$ cat config.mk
export PLATFORM = sky130hd
export DESIGN_NAME = asp_serial_port
export DESIGN_NICKNAME = d
export VERILOG_FILES = /design/src/asp_pkg.sv /design/src/asp_baud_gen.sv /design/src/asp_serial_port.sv
export SDC_FILE = /design/constraint.sdc
export NUM_CORES = 1
export LEC_CHECK = 0
export BUFFER_PORTS_ARGS = -buffer_cell sky130_fd_sc_hd__buf_4
export CORE_MARGIN = 2
export CORE_UTILIZATION = 61
export CTS_CLUSTER_SIZE = 20
export DETAILED_ROUTE_END_ITERATION = 8
export PLACE_DENSITY = 0.8
export SYNTH_ARGS = -nofsm -noshare
export SYNTH_HDL_FRONTEND = slang
export SYNTH_SLANG_ARGS = --single-unit
export TNS_END_PERCENT = 30
$ cat constraint.sdc
create_clock -name clock_i -period 5.4 [get_ports clock_i]
set_input_delay 0 -clock clock_i [delete_from_list [all_inputs] [get_ports clock_i]]
set_output_delay 0 -clock clock_i [all_outputs]
set_load 0.05 [all_outputs]
$ cat src/asp_pkg.sv
// constants and types shared by the asynchronous serial port
package asp_pkg;

    // ----------------------------------------------------------------
    // register addresses on the internal bus
    // ----------------------------------------------------------------
    localparam logic [15:0] ADDR_MODE = 16'hFFA0;
    localparam logic [15:0] ADDR_STAT = 16'hFFA1;
    localparam logic [15:0] ADDR_BRG  = 16'hFFA2;
    localparam logic [15:0] ADDR_DATA = 16'hFFA3;

    // ----------------------------------------------------------------
    // field layouts
    // ----------------------------------------------------------------
    localparam int MODE_TXE_BIT  = 7;
    localparam int MODE_RXE_BIT  = 6;
    localparam int MODE_PS_HI    = 5;
    localparam int MODE_PS_LO    = 4;
    localparam int MODE_CL_BIT   = 3;
    localparam int MODE_SL_BIT   = 2;
    localparam int STAT_PE_BIT   = 2;
    localparam int STAT_FE_BIT   = 1;
    localparam int STAT_OVE_BIT  = 0;
    localparam int BRG_TPS_HI    = 6;
    localparam int BRG_TPS_LO    = 4;
    localparam int BRG_MDL_HI    = 3;
    localparam int BRG_MDL_LO    = 0;
    localparam logic [7:0] MODE_MASK = 8'hFE;
    localparam logic [7:0] BRG_MASK  = 8'h7F;

    // ----------------------------------------------------------------
    // reset values and encodings
    // ----------------------------------------------------------------
    localparam logic [7:0] RST_DATA = 8'hFF;
    localparam logic [7:0] RST_CTRL = 8'h00;
    localparam logic [1:0] PS_NONE  = 2'h0;
    localparam logic [1:0] PS_ZERO  = 2'h1;
    localparam logic [1:0] PS_ODD   = 2'h2;
    localparam logic [1:0] PS_EVEN  = 2'h3;
    localparam logic [2:0] LAST_7   = 3'h6;
    localparam logic [2:0] LAST_8   = 3'h7;
    localparam logic [2:0] TPS_OFF  = 3'h0;
    localparam logic [3:0] MDL_OFF  = 4'hF;
    localparam logic [4:0] MDL_BASE = 5'h0F;

    // ----------------------------------------------------------------
    // timing
    // ----------------------------------------------------------------
    localparam int CLK_HZ   = 50000000;
    localparam int MIDI_BPS = 31250;
    localparam logic [11:0] MIDI_HALF = 12'(CLK_HZ / MIDI_BPS / 2);
    localparam logic [2:0]  MIDI_TPS  = 3'h5;
    localparam logic [3:0]  MIDI_MDL  = 4'h9;

    // ----------------------------------------------------------------
    // state types
    // ----------------------------------------------------------------
    typedef enum logic [2:0] {TX_IDLE, TX_START, TX_DATA, TX_PAR, TX_STOP1, TX_STOP2}
        asp_tx_state_t;
    typedef enum logic [2:0] {RX_IDLE, RX_START, RX_DATA, RX_PAR, RX_STOP} asp_rx_state_t;

endpackage : asp_pkg

$ cat src/asp_baud_gen.sv
// half-bit tick generator: 2^n prescaler then divide by k+16
`timescale 1ns/1ps
module asp_baud_gen (
    input  wire logic       clock_i,
    input  wire logic       srst_i,
    input  wire logic       run_i,
    input  wire logic [2:0] tps_i,
    input  wire logic [3:0] mdl_i,
    output logic            half_tick_o
);

    typedef struct packed {
        logic [6:0] pre;
        logic [4:0] div;
        logic       tick;
    } asp_baud_state_t;

    asp_baud_state_t r;
    asp_baud_state_t n;
    logic            pre_end;
    logic            div_end;

    // ----------------------------------------------------------------
    // counters
    // ----------------------------------------------------------------
    always_comb begin
        n       = r;
        n.tick  = 1'b0;
        pre_end = r.pre == 7'((8'h01 << tps_i) - 8'h01);
        div_end = r.div == (5'(mdl_i) + asp_pkg::MDL_BASE);
        // idle or prohibited settings clear the counters, so a start is always aligned
        if (!run_i || tps_i == asp_pkg::TPS_OFF || mdl_i == asp_pkg::MDL_OFF) begin
            n.pre = 7'h00;
            n.div = 5'h00;
        end else begin
            n.pre = pre_end ? 7'h00 : r.pre + 7'h01;
            if (pre_end) begin
                n.div  = div_end ? 5'h00 : r.div + 5'h01;
                n.tick = div_end;
            end
        end
    end

    always_ff @(posedge clock_i) begin
        if (srst_i) begin
            r <= '0;
        end else begin
            r <= n;
        end
    end

    assign half_tick_o = r.tick;

    // ----------------------------------------------------------------
    // checks
    // ----------------------------------------------------------------
    logic [11:0] gap_r;
    logic        clean_r;
    logic        midi;
    assign midi = tps_i == asp_pkg::MIDI_TPS && mdl_i == asp_pkg::MIDI_MDL;

    always_ff @(posedge clock_i) begin
        if (srst_i || !run_i) begin
            gap_r   <= 12'h000;
            clean_r <= 1'b1;
        end else begin
            gap_r   <= half_tick_o ? 12'h001 : gap_r + 12'h001;
            clean_r <= half_tick_o ? 1'b1 : clean_r && midi;
        end
    end
endmodule : asp_baud_gen

$ cat src/asp_serial_port.sv
// asynchronous serial port: bus registers, transmitter and receiver
// ----------------------------------------------------------------
// ----------------------------------------------------------------
`timescale 1ns/1ps
module asp_serial_port (
    input  wire logic        clock_i,
    input  wire logic        srst_i,
    input  wire logic [15:0] bus_addr_i,
    input  wire logic        bus_wr_i,
    input  wire logic        bus_rd_i,
    input  wire logic [7:0]  bus_wdata_i,
    output logic      [7:0]  bus_rdata_o,
    input  wire logic        serial_in_pin_i,
    output logic             serial_out_pin_o
);

    typedef struct packed {
        logic [7:0]            async_mode_reg;
        logic [7:0]            async_error_status_reg;
        logic [7:0]            baud_gen_ctrl_reg;
        logic [7:0]            tx_shift_data;
        logic [7:0]            rx_buffer_data;
        logic [7:0]            rd_data;
        logic                  unread;
        asp_pkg::asp_tx_state_t tx_state;
        logic [7:0]            tx_sh;
        logic [2:0]            tx_cnt;
        logic                  tx_phase;
        logic                  tx_par;
        logic                  txd;
        logic [1:0]            rx_sync;
        logic                  rx_prev;
        asp_pkg::asp_rx_state_t rx_state;
        logic [7:0]            rx_shift_reg;
        logic [2:0]            rx_cnt;
        logic                  rx_phase;
        logic                  rx_par;
    } asp_state_t;

    asp_state_t r;
    asp_state_t n;
    logic       tx_tick;
    logic       rx_tick;
    logic       tx_load;
    logic       rx_done;
    logic       stop_ok;
    logic       line;
    logic [1:0] ps;
    logic [2:0] last;
    logic [7:0] tx_word;
    logic [7:0] rx_word;
    logic [7:0] stat;

    // ----------------------------------------------------------------
    // baud generators, one per direction so each can realign
    // ----------------------------------------------------------------
    asp_baud_gen u_tx_baud (
        .clock_i     (clock_i),
        .srst_i      (srst_i),
        .run_i       (r.tx_state != asp_pkg::TX_IDLE),
        .tps_i       (r.baud_gen_ctrl_reg[asp_pkg::BRG_TPS_HI:asp_pkg::BRG_TPS_LO]),
        .mdl_i       (r.baud_gen_ctrl_reg[asp_pkg::BRG_MDL_HI:asp_pkg::BRG_MDL_LO]),
        .half_tick_o (tx_tick)
    );

    asp_baud_gen u_rx_baud (
        .clock_i     (clock_i),
        .srst_i      (srst_i),
        .run_i       (r.rx_state != asp_pkg::RX_IDLE),
        .tps_i       (r.baud_gen_ctrl_reg[asp_pkg::BRG_TPS_HI:asp_pkg::BRG_TPS_LO]),
        .mdl_i       (r.baud_gen_ctrl_reg[asp_pkg::BRG_MDL_HI:asp_pkg::BRG_MDL_LO]),
        .half_tick_o (rx_tick)
    );

    // ----------------------------------------------------------------
    // next state
    // ----------------------------------------------------------------
    always_comb begin
        n         = r;
        rx_done   = 1'b0;
        stop_ok   = 1'b0;
        n.rd_data = asp_pkg::RST_CTRL;
        ps        = r.async_mode_reg[asp_pkg::MODE_PS_HI:asp_pkg::MODE_PS_LO];
        last      = r.async_mode_reg[asp_pkg::MODE_CL_BIT] ? asp_pkg::LAST_8 : asp_pkg::LAST_7;
        line      = r.rx_sync[1];
        n.rx_sync = {r.rx_sync[0], serial_in_pin_i};
        n.rx_prev = line;
        tx_load   = bus_wr_i && bus_addr_i == asp_pkg::ADDR_DATA;
        tx_word   = r.async_mode_reg[asp_pkg::MODE_CL_BIT] ? bus_wdata_i
                                                           : {1'b0, bus_wdata_i[6:0]};
        rx_word   = r.async_mode_reg[asp_pkg::MODE_CL_BIT] ? r.rx_shift_reg
                                                           : {1'b0, r.rx_shift_reg[7:1]};
        stat      = asp_pkg::RST_CTRL;

        // bus writes; the receive buffer has no write path
        if (bus_wr_i) begin
            if (bus_addr_i == asp_pkg::ADDR_MODE) begin
                n.async_mode_reg = bus_wdata_i & asp_pkg::MODE_MASK;
            end else if (bus_addr_i == asp_pkg::ADDR_BRG) begin
                n.baud_gen_ctrl_reg = bus_wdata_i & asp_pkg::BRG_MASK;
            end else if (bus_addr_i == asp_pkg::ADDR_DATA) begin
                n.tx_shift_data = bus_wdata_i;
            end
        end

        // bus reads; transmit data and receive shifter never read back
        if (bus_rd_i) begin
            if (bus_addr_i == asp_pkg::ADDR_MODE) begin
                n.rd_data = r.async_mode_reg;
            end else if (bus_addr_i == asp_pkg::ADDR_STAT) begin
                n.rd_data = r.async_error_status_reg;
                n.async_error_status_reg = asp_pkg::RST_CTRL;
            end else if (bus_addr_i == asp_pkg::ADDR_BRG) begin
                n.rd_data = r.baud_gen_ctrl_reg;
            end else if (bus_addr_i == asp_pkg::ADDR_DATA) begin
                n.rd_data = r.rx_buffer_data;
                n.unread  = 1'b0;
            end
        end

        // transmitter; each bit lasts two half ticks
        case (r.tx_state)
            asp_pkg::TX_IDLE: begin
                if (tx_load && r.async_mode_reg[asp_pkg::MODE_TXE_BIT]) begin
                    n.tx_sh    = tx_word;
                    n.tx_cnt   = 3'h0;
                    n.tx_phase = 1'b0;
                    n.tx_par   = (ps == asp_pkg::PS_EVEN) ? ^tx_word
                               : (ps == asp_pkg::PS_ODD) ? ~^tx_word : 1'b0;
                    n.tx_state = asp_pkg::TX_START;
                end
            end
            default: begin
                if (tx_tick) begin
                    n.tx_phase = ~r.tx_phase;
                    if (r.tx_phase) begin
                        case (r.tx_state)
                            asp_pkg::TX_START: n.tx_state = asp_pkg::TX_DATA;
                            asp_pkg::TX_DATA: begin
                                n.tx_sh  = r.tx_sh >> 1;
                                n.tx_cnt = r.tx_cnt + 3'h1;
                                if (r.tx_cnt == last) begin
                                    n.tx_state = (ps == asp_pkg::PS_NONE) ? asp_pkg::TX_STOP1
                                                                          : asp_pkg::TX_PAR;
                                end
                            end
                            asp_pkg::TX_PAR:   n.tx_state = asp_pkg::TX_STOP1;
                            asp_pkg::TX_STOP1: begin
                                n.tx_state = r.async_mode_reg[asp_pkg::MODE_SL_BIT]
                                           ? asp_pkg::TX_STOP2 : asp_pkg::TX_IDLE;
                            end
                            default:           n.tx_state = asp_pkg::TX_IDLE;
                        endcase
                    end
                end
            end
        endcase
        if (!r.async_mode_reg[asp_pkg::MODE_TXE_BIT]) begin
            n.tx_state = asp_pkg::TX_IDLE;
        end
        case (n.tx_state)
            asp_pkg::TX_START: n.txd = 1'b0;
            asp_pkg::TX_DATA:  n.txd = n.tx_sh[0];
            asp_pkg::TX_PAR:   n.txd = n.tx_par;
            default:           n.txd = 1'b1;
        endcase

        // receiver; first half tick lands mid start bit, then every second one
        case (r.rx_state)
            asp_pkg::RX_IDLE: begin
                if (r.async_mode_reg[asp_pkg::MODE_RXE_BIT] && r.rx_prev && !line) begin
                    n.rx_state = asp_pkg::RX_START;
                    n.rx_cnt   = 3'h0;
                    n.rx_par   = 1'b0;
                end
            end
            asp_pkg::RX_START: begin
                if (rx_tick) begin
                    n.rx_phase = 1'b0;
                    n.rx_state = line ? asp_pkg::RX_IDLE : asp_pkg::RX_DATA;
                end
            end
            default: begin
                if (rx_tick) begin
                    n.rx_phase = ~r.rx_phase;
                    if (r.rx_phase) begin
                        case (r.rx_state)
                            asp_pkg::RX_DATA: begin
                                n.rx_shift_reg = {line, r.rx_shift_reg[7:1]};
                                n.rx_par       = r.rx_par ^ line;
                                n.rx_cnt       = r.rx_cnt + 3'h1;
                                if (r.rx_cnt == last) begin
                                    n.rx_state = (ps == asp_pkg::PS_NONE) ? asp_pkg::RX_STOP
                                                                          : asp_pkg::RX_PAR;
                                end
                            end
                            asp_pkg::RX_PAR: begin
                                n.rx_par   = r.rx_par ^ line;
                                n.rx_state = asp_pkg::RX_STOP;
                            end
                            default: begin
                                rx_done    = 1'b1;
                                stop_ok    = line;
                                n.rx_state = asp_pkg::RX_IDLE;
                            end
                        endcase
                    end
                end
            end
        endcase

        // completion overrides a same-cycle read clear
        if (rx_done) begin
            stat[asp_pkg::STAT_PE_BIT]  = (ps == asp_pkg::PS_EVEN && r.rx_par)
                                       || (ps == asp_pkg::PS_ODD && !r.rx_par);
            stat[asp_pkg::STAT_FE_BIT]  = !stop_ok;
            stat[asp_pkg::STAT_OVE_BIT] = r.unread;
            n.async_error_status_reg = stat;
            n.rx_buffer_data = rx_word;
            n.unread = 1'b1;
        end
        if (!r.async_mode_reg[asp_pkg::MODE_RXE_BIT]) begin
            n.rx_state = asp_pkg::RX_IDLE;
        end
    end

    always_ff @(posedge clock_i) begin
        if (srst_i) begin
            r                <= '0;
            r.tx_shift_data  <= asp_pkg::RST_DATA;
            r.rx_buffer_data <= asp_pkg::RST_DATA;
            r.txd            <= 1'b1;
            r.rx_sync        <= 2'h3;
            r.rx_prev        <= 1'b1;
        end else begin
            r <= n;
        end
    end

    assign bus_rdata_o      = r.rd_data;
    assign serial_out_pin_o = r.txd;
endmodule : asp_serial_port

==> impl_metrics.yaml, run 1 <==
yosys:
  synth_async_sr_flop_share: 0
  syn_area_sq_um: 5006
  yosysWarnings: 0
  synth_top_area_frac: 0.3839
  avgSynthCellArea_sq_um: 8.616
  ys_top_cells_by_area: "dfxtp_1 (38%), mux2i_1 (8.2%), nor2_1 (6.0%)"
  synth-seq-cells: 96
  synth_top_area_cell: "dfxtp_1"
  syn-num-nets: 619
  synth_edf_count: 0
  syn_inst: 581
  ys_types: 68
  dominantRegCellSynth: "dfxtp_1"
  synth-seq-area-share: 0.3839
placement:
  port_buffers: 37
  gp_congestion: 0.8691
  placedCellCount: 684
  dp.final_hpwl_microns: 7692
critical_path:
  cp-end-kind: "flop"
  crit_arrival_ns: 3.86
  path_class: "reg2reg"
  start_kind: "flop"
  crit_path_max_fanout: 18
  cp.required_ns: 5.70
timing:
  slew_headroom: 0.4257
  finalMaxSlewViolations: 0
  skew_ns: 0.009596
  fin_crit_ns: 3.562
  hold_violations: 0
  finalSetupViolations: 0
  period_share: 0.6596
  grt_setup_unrepaired: "false"
  worst_pin_slew_ns: 0.8549
  fin_setup_tns_ns: 0
  max_freq_mhz: 280.8
power_and_ir_drop:
  power.leakage_nw: 2.130
  irDropWorstVdd_v: 0.0001779
  finalPower_w: 0.001266
  powerDensity_nw_per_um2: 228.2
clocking:
  cts_num_sinks: 96
  tritoncts: "built"
  clock_latency_ns: 0.37
  cts_root_buf: "clkbuf_8"
  clockBufferDepth: 2
  h-tree-depth: 3
  clk_pin_slew_ns: 0.10
  cts_buffers: 9
cells_and_area:
  syn_to_final_growth_pct: 10.80
  fillers: 661
  antenna_cells: 0
  nets: 639
  post_layout_nonfiller_instances: 711
  post-route-util: 0.6854
  multi_input_area_sq_um: 2833
  final-seq-area_sq_um: 1922
  drive_gt1_frac: 0.1089
die:
  die_h_microns: 94.59
  initial_core_util: 0.6186
  io_pins: 38
  die_area_sq_um: 8947
  core_area_sq_um: 8093
  num_rows: 33
  die-width_microns: 94.59
status:
  status: "finished clean"
job:
  max-cap-violations: 0
routing:
  wl_microns: 10920
  via_per_inst: 5.942
  postRouteAntennaNets: 0
  dr.first_iter.drc_count: 190
  drtPass1Iterations: 4
  route.detailed.drc: 0
  vias: 4225
  wl_per_cell_microns: 15.36
global_route:
  grt_pass1_vias: 3924
  grt_pass1_wl_microns: 17970
  antenna_found_initial: 0
  grt_usage: 0.2530
  grt.overflow.total: 0
  grt_max_degree: 61
hold_path:
  hold_path_class: "in2reg"
[flip-flops by register name, summed over array words and instances, names as in the netlist]
name	count
r	57
u_rx_baud.r	12
u_tx_baud.r	12
bus_rdata_o	8
ps	2
line	1
n	1
serial_out_pin_o	1
u_rx_baud.half_tick_o	1
u_tx_baud.half_tick_o	1
[layer usage]
metal / global-route usage / vias up / part of all wire
met2: 0.4214 / 107 / 0.49
met1: 0.3277 / 2012 / 0.45
met5: 0 / - / 0
met3: 0.05427 / 18 / 0.041
li1: - / 2088 / -
met4: 0.08333 / 0 / 0.019
[final timing paths]
check	depth (start not counted)	slack, ns	from	to
worst min register to register	1	0.42	n[18]	line
worst max-delay path	9	1.84	r[67]	u_tx_baud.r[1]
worst max register to register	9	1.84	r[67]	u_tx_baud.r[1]
worst min-delay path	3	0.03	bus_addr_i[1]	bus_rdata_o[0]
[kinds of logic (layout without fill, tap and decap cells)]
| family | Yosys count | count (layout) | share of synthesized area |
|---|---|---|---|
| compound gates | 96 | 96 | 0.1300 |
| xor+xnor | 40 | 40 | 0.07423 |
| fa+ha+maj | 9 | 9 | 0.02249 |
| buf+inv | 54 | 79 | 0.05024 |
| flops | 96 | 96 | 0.3839 |
| mux | 44 | 44 | 0.09323 |
| simple gates | 242 | 242 | 0.2459 |
[synthesized netlist by cell type, types with 12 or more instances]
cell type,n
clkbuf_1,25
dfxtp_1,96
nor3b_1,12
nand3_1,24
mux2i_1,41
nand2_1,35
xnor2_1,27
nor2_1,80
inv_1,14
and3_1,13
a21oi_1,39
nor3_1,20
[area by class of cell]
type | count | share of cell area
Inverter | 14 | 0.009474
Sequential cell | 96 | 0.3465
Clock buffer | 9 | 0.02233
Timing Repair Buffer | 49 | 0.07128
Multi-Input combinational cell | 431 | 0.5107
Clock inverter | 7 | 0.01602
Tap cell | 105 | 0.02369
[power by group]
part / switching [W] / leakage, nW / total (W) / internal, W
combinational: 0.0000254 / 1.25 / 0.0000563 / 0.0000309
clock: 0.000275 / 0.105 / 0.000500 / 0.000225
sequential: 0.000000651 / 0.774 / 0.000709 / 0.000708
total: 0.000301 / 2.13 / 0.00127 / 0.000964
[worst max-delay path, cell delays in order, from the launching register on]
cell,delay (ns)
dfxtp_1,0.50
nor3_1,0.51
inv_1,0.09
ha_1,0.39
xor2_2,0.22
a221o_1,0.37
or4_1,0.51
a211o_1,0.37
or3b_1,0.39
a21oi_1,0.14
[layout by cell type (no fill, tap or decap), drive strengths merged, types with 3 or more instances in the layout]
cell type / count
clkbuf: 9
nor3: 20
a22oi: 8
nand4: 5
or3: 9
a32o: 3
nor2: 80
nand3: 24
nand2b: 8
o31ai: 3
buf: 38
nor3b: 12
xnor2: 27
a21oi: 39
xor2: 12
and3: 13
nor2b: 7
or2: 6
dfxtp: 96
dlygate4sd3: 11
and2: 3
o21ai: 7
o22ai: 3
ha: 9
nand2: 35
inv: 17
mux2i: 41
nor4: 4
nand4b: 3
a211o: 11
[per-stage QoR]
step	area [sq um]	setup WS, ns	hold WS (ns)
2_1_floorplan	5006	2.370	0.1038
5_1_grt	5547	1.591	0.02897
3_3_place_gp	5224	2.039	0.1862
4_1_cts	5547	1.853	0.02605
6_report	5547	1.838	0.02699
3_5_place_dp	5224	1.882	0.1884
[what timing repair did]
item | 4_1_cts | 5_1_grt
buffers inserted | 0 | 0
endpoints found under the hold margin | 23 | 0
resized for setup | 0 | 0
hold buffers | 11 | 0
Power figures use the tool's default switching activity.
==> run 2: changes to the inputs <==
--- a/config.mk
+++ b/config.mk
@@ -5,6 +5,7 @@
 export SDC_FILE = /design/constraint.sdc
 export NUM_CORES = 1
 export LEC_CHECK = 0
+export ABC_AREA = 1
 export BUFFER_PORTS_ARGS = -buffer_cell sky130_fd_sc_hd__buf_4
 export CORE_MARGIN = 2
 export CORE_UTILIZATION = 61
==> constraint.sdc (replaced) <==
create_clock -name clock_i -period 3.3 [get_ports clock_i]
set_input_delay 0 -clock clock_i [delete_from_list [all_inputs] [get_ports clock_i]]
set_output_delay 0 -clock clock_i [all_outputs]
set_load 0.05 [all_outputs]
==> impl_metrics.yaml, run 2 <==
routing:
  via_per_inst: 5.521
  vias: 4963
  wl_microns: 12310
  dr.first_iter.drc_count: 298
  drtPass1Iterations: 5
  route.detailed.drc: 0
  postRouteAntennaNets: 0
  wl_per_cell_microns: 13.70
cells_and_area:
  largest_register_ffs: 57
  antenna_cells: 0
  layout_common_cells: "nand2_1 (167), dfxtp_1 (96), inv_1 (94)"
  final_area_sq_um: 5848
  regMostFlops: "r"
  post_layout_nonfiller_instances: 899
  nets: 827
  top_regs: "r: 57 flops, u_rx_baud.r: 12 flops, u_tx_baud.r: 12 flops"
  syn_to_final_growth_pct: 11.05
  drive_gt1_frac: 0.1184
  post-route-util: 0.7047
  layout_commonest_cell: "nand2_1"
critical_path:
  worstReg2RegEnd: "u_tx_baud.r[10]"
  crit_path_max_fanout: 9
  crit_arrival_ns: 2.46
  path_class: "reg2reg"
  cp-end-kind: "flop"
  critPathMaxStageDelay_ns: 0.58
  worst-path-buf-inv: 2
  crit_slowest_cell: "dfxtp_1"
  start_kind: "flop"
  timing.critical_path.mode_cell: "nand2_1"
  crit_end: "u_tx_baud.r[10]"
  regToRegSetupSlack_ns: 1.09
  path_cells: "inv_4, nand2_2, ha_1, inv_1, xor2_2, nand2_1, nand2_1, nand2_1, nor2_4, nand2_2, nand2_4, nor3b_2"
  reg2reg_depth: 12
  r2r_start: "r[67]"
  crit_family: "simple AND/OR/NAND/NOR gates"
  startpoint: "r[67]"
  cp.required_ns: 3.55
  cp.depth: 12
yosys:
  ys_types: 44
  synth_edf_count: 0
  ys_top_cells_by_area: "dfxtp_1 (36%), nand2_1 (12%), nand3_1 (6.8%)"
  syn_inst: 754
  synth_commonest_cells: "nand2_1 (167), dfxtp_1 (96), inv_1 (94), nor2_1 (77), nand3_1 (72)"
  synth-seq-area-share: 0.3649
  synth_top_area_frac: 0.3649
  synth-seq-cells: 96
  synth_async_sr_flop_share: 0
  yosysWarnings: 0
  synth.most_common_cell: "nand2_1"
  dominantRegCellSynth: "dfxtp_1"
  synth_top_area_cell: "dfxtp_1"
  avgSynthCellArea_sq_um: 6.984
  syn_area_sq_um: 5266
  syn-num-nets: 792
power_and_ir_drop:
  p_int_w: 0.001492
  total_switching_power_w: 0.0004995
  irDropWorstVdd_v: 0.0002301
  powerDensity_nw_per_um2: 340.5
  switching_share: 0.2508
  power.leakage_nw: 2.433
  finalPower_w: 0.001991
  clockPowerShare: 0.367
  p_seq_frac: 0.582
  comb_power_share: 0.050
timing:
  max_freq_mhz: 453.4
  hold_violations: 0
  finalSetupViolations: 0
  fin_setup_tns_ns: 0
  skew_ns: 0.01041
  worst_pin_slew_ns: 0.7799
  grt_setup_unrepaired: "false"
  slew_headroom: 0.4795
  finalMaxSlewViolations: 0
  fin_crit_ns: 2.206
  period_share: 0.6684
die:
  num_rows: 33
  initial_core_util: 0.6346
  die_h_microns: 96.92
  core_area_sq_um: 8299
  die-width_microns: 96.92
  io_pins: 38
  die_area_sq_um: 9393
hold_path:
  min_from: "bus_wdata_i[6]"
  hold_path_class: "in2reg"
global_route:
  grt_pass1_wl_microns: 20440
  grt_max_degree: 39
  grt.overflow.total: 0
  antenna_found_initial: 0
  grt_pass1_vias: 4556
  grt_usage: 0.2605
placement:
  dp.final_hpwl_microns: 9111
  port_buffers: 37
  placedCellCount: 871
  placed_cell_area_sq_um: 5544
  gp_congestion: 0.9161
clocking:
  clock_latency_ns: 0.36
  cts_buffers: 9
  h-tree-depth: 3
  cts_resized: 0
  clockBufferDepth: 2
  cts_root_buf: "clkbuf_8"
  post-cts-setup-buffer-count: 0
  tritoncts: "built"
  clk_pin_slew_ns: 0.09
  cts_num_sinks: 96
status:
  status: "finished clean"
job:
  max-cap-violations: 0
[run 2: cell count changes in the layout (fill, tap and decap cells not counted), sizes merged, moves of 9 or more]
cell,change
mux2i,-41
o211ai,+9
o21ai,+39
nor3,-11
a21oi,+16
and3,-13
a211o,-11
nor3b,-9
or3,-9
xnor2,-14
nand2,+143
inv,+86
nand3,+52
[run 2: cell families (layout without fill, tap and decap cells)]
kind of cell    count (synthesis)  after routing  share of synthesized area
compound gates                126            126                     0.1326
xor+xnor                       32             32                    0.05607
fa+ha+maj                       9              9                    0.02138
buf+inv                       125            165                    0.09741
flops                          96             96                     0.3649
simple gates                  366            366                     0.3276
[run 2: per-layer routing]
metal | share of wire | GRT usage
met2 | 0.47 | 0.4476
met3 | 0.061 | 0.05058
met1 | 0.45 | 0.3370
met4 | 0.016 | 0.06501
met5 | 0 | 0
[run 2: layout make-up]
type	count	area, sq um
repair buffers	50	405.4
fillers	699	2451
inverters	99	374.1
clock inverters	7	60.06
multi-input cells	533	2831
clock buffers	9	123.9
well taps	105	131.4
flip-flops and latches	96	1922
[run 2: how the worst min path moves through the flow]
| stage | end | cells after the start |
|---|---|---|
| after floorplan | n[18] | 1 |
| after global placement | n[18] | 2 |
| after detailed placement | n[18] | 2 |
| after CTS | r[25] | 3 |
| after global routing | r[83] | 3 |
| final | r[67] | 3 |
[run 2: power groups by stage]
stage | registers, W | clock network, W | logic [W]
2_1_floorplan | 0.00119 | 0 | 0.0000464
3_3_place_gp | 0.00119 | 0 | 0.0000871
3_5_place_dp | 0.00119 | 0 | 0.0000891
4_1_cts | 0.00116 | 0.000747 | 0.0000990
5_1_grt | 0.00116 | 0.000791 | 0.000110
6_report | 0.00116 | 0.000731 | 0.000100
[run 2: what timing repair did]
| action | in CTS | in global routing |
|---|---|---|
| endpoints found under the setup margin | 0 | 0 |
| hold buffers | 12 | 0 |
| hold endpoints to repair | 15 | 0 |
[run 2: through the flow]
stage	worst slack, ns	hold WS, ns
6_report	1.094	0.01338
5_1_grt	0.9100	0.02895
4_1_cts	1.101	0.007562
3_5_place_dp	1.119	0.1880
3_3_place_gp	1.240	0.1869
2_1_floorplan	1.415	0.1038
[run 2: worst register-to-register path: stages, from the launching register on]
cell,delay [ns]
dfxtp_1,0.58
inv_4,0.09
nand2_2,0.12
ha_1,0.24
inv_1,0.11
xor2_2,0.20
nand2_1,0.11
nand2_1,0.07
nand2_1,0.09
nor2_4,0.17
nand2_2,0.14
nand2_4,0.13
nor3b_2,0.05
==> run 3: changes to the inputs <==
==> constraint.sdc (replaced) <==
create_clock -name clock_i -period 2.15 [get_ports clock_i]
set_input_delay 0 -clock clock_i [delete_from_list [all_inputs] [get_ports clock_i]]
set_output_delay 0 -clock clock_i [all_outputs]
set_load 0.05 [all_outputs]
==> impl_metrics.yaml, run 3 (synthesis gave the netlist of run 2 again) <==
routing:
  wl_per_cell_microns: 13.95
  dr.first_iter.drc_count: 480
  route.detailed.drc: 0
  via_per_inst: 5.502
  wl_met2_microns: 6077
  dr_wl_met3_microns: 709
  met1_length_microns: 5658
  drtPass1Iterations: 5
  postRouteAntennaNets: 0
  vias: 5018
  top_layer_used: "met4"
  wl_microns: 12720
cells_and_area:
  top_regs: "r: 57 flops, u_rx_baud.r: 12 flops, u_tx_baud.r: 12 flops"
  regMostFlops: "r"
  syn_to_final_growth_pct: 14.16
  largest_register_ffs: 57
  layout_common_cells: "nand2_1 (167), inv_1 (94), dfxtp_1 (94)"
  antenna_cells: 0
  nets: 840
  post_layout_nonfiller_instances: 912
  drive_gt1_frac: 0.1338
  layout_commonest_cell: "nand2_1"
critical_path:
  cp.required_ns: 2.44
  start_kind: "flop"
  timing.critical_path.mode_cell: "nand2_1"
  path_cells: "nor2_2, nand2_2, ha_1, inv_1, xor2_2, nand2_1, nand2_1, nand2_1, nor2_4, buf_4, nand3_1, a21oi_1"
  crit_arrival_ns: 2.36
  startpoint: "r[65]"
  cp-end-kind: "flop"
  critPathMaxStageDelay_ns: 0.37
  crit_path_max_fanout: 5
  crit_slowest_cell: "dfxtp_2"
  r2r_start: "r[65]"
  path_class: "reg2reg"
power_and_ir_drop:
  clockPowerShare: 0.420
  p_seq_frac: 0.532
  power.leakage_nw: 2.527
  comb_power_share: 0.047
  powerDensity_nw_per_um2: 556.1
  switching_share: 0.2348
  p_int_w: 0.002558
  finalPower_w: 0.003343
  irDropWorstVdd_v: 0.0004345
  total_switching_power_w: 0.0007849
timing:
  fin_setup_tns_ns: 0
  max_freq_mhz: 481.0
  finalSetupViolations: 0
  fin_crit_ns: 2.079
  finalMaxSlewViolations: 0
  hold_violations: 0
  slew_headroom: 0.6930
  skew_ns: 0.01312
  period_share: 0.9670
  setup_slack_ns: 0.07085
  hold_ws_ns: 0.05086
  worst_pin_slew_ns: 0.4593
clocking:
  clk_pin_slew_ns: 0.10
  clockBufferDepth: 2
  cts_root_buf: "clkbuf_8"
  cts_num_sinks: 96
  cts_buffers: 9
  tritoncts: "built"
  h-tree-depth: 3
  clock_latency_ns: 0.38
placement:
  placedCellCount: 878
  post-place-ws_ns: 0.09630
  dp.final_hpwl_microns: 9347
  port_buffers: 37
  gp_congestion: 0.9110
die:
  initial_core_util: 0.6346
  die_h_microns: 96.92
  die_area_sq_um: 9393
  num_rows: 33
  die-width_microns: 96.92
  io_pins: 38
  core_area_sq_um: 8299
job:
  max-cap-violations: 0
global_route:
  grt_max_degree: 39
  grt.overflow.total: 0
  antenna_found_initial: 0
  grt_pass1_vias: 4773
  grt_usage: 0.2740
  grt_pass1_wl_microns: 21250
status:
  status: "finished clean"
hold_path:
  min_from: "srst_i"
  hold_path_class: "in2reg"
## run 3: cell types whose count changed in the layout (fill, tap and decap cells not counted), sizes merged
cell         change
clkbuf           +1
bufinv           +2
clkinvlp         -2
clkinv           -1
buf             +11
dlygate4sd3      +2
## run 3: repair_timing
action                                  4_1_cts  5_1_grt
hold endpoints to repair                     20        0
hold buffers                                 14        0
endpoints found under the setup margin        0       13
setup buffers                                 0        4
gates resized for setup                       0        4
## run 3: final cells by class
cell class | instances | area (sq um)
fillers | 689 | 2287
flip-flops and latches | 96 | 1924
repair buffers | 63 | 508.0
clock buffers | 10 | 137.6
clock inverters | 6 | 97.59
inverters | 99 | 374.1
multi-input cells | 533 | 2839
well taps | 105 | 131.4
## run 3: power groups by stage
stage | combinational [W] | sequential, W | clock, W
after floorplan | 0.0000713 | 0.00182 | 0
after global placement | 0.000134 | 0.00182 | 0
after detailed placement | 0.000137 | 0.00182 | 0
after CTS | 0.000155 | 0.00178 | 0.00142
after global routing | 0.000174 | 0.00178 | 0.00148
final | 0.000157 | 0.00178 | 0.00141
## run 3: layer usage
metal,vias up,track usage
li1,2531,-
met1,2295,0.3478
met2,167,0.4754
met3,25,0.04046
met4,0,0.09426
met5,-,0
## run 3: worst paths after layout
kind | to | slack (ns) | depth (start not counted)
max | u_tx_baud.r[4] | 0.07 | 12
min | r[27] | 0.05 | 2
max reg2reg | u_tx_baud.r[4] | 0.07 | 12
min reg2reg | line | 0.42 | 1
## run 3: metrics by stage
step                      cell area [sq um]  utilization
after floorplan                        5266            -
after global placement                 5597       0.6744
after detailed placement               5597       0.6744
after CTS                              5972       0.7196
after global routing                   6012       0.7244
final                                  6012       0.7244
## run 3: worst max-delay path, delay by kind of cell, from the launching register on
family | cells | cell delay (ns)
and+or+nand+nor | 7 | 0.72
DFF | 1 | 0.37
buffers and inverters | 2 | 0.26
adders and majority gates | 1 | 0.25
AOI/OAI and AO/OA | 1 | 0.20
xor gates and xnor gates | 1 | 0.18
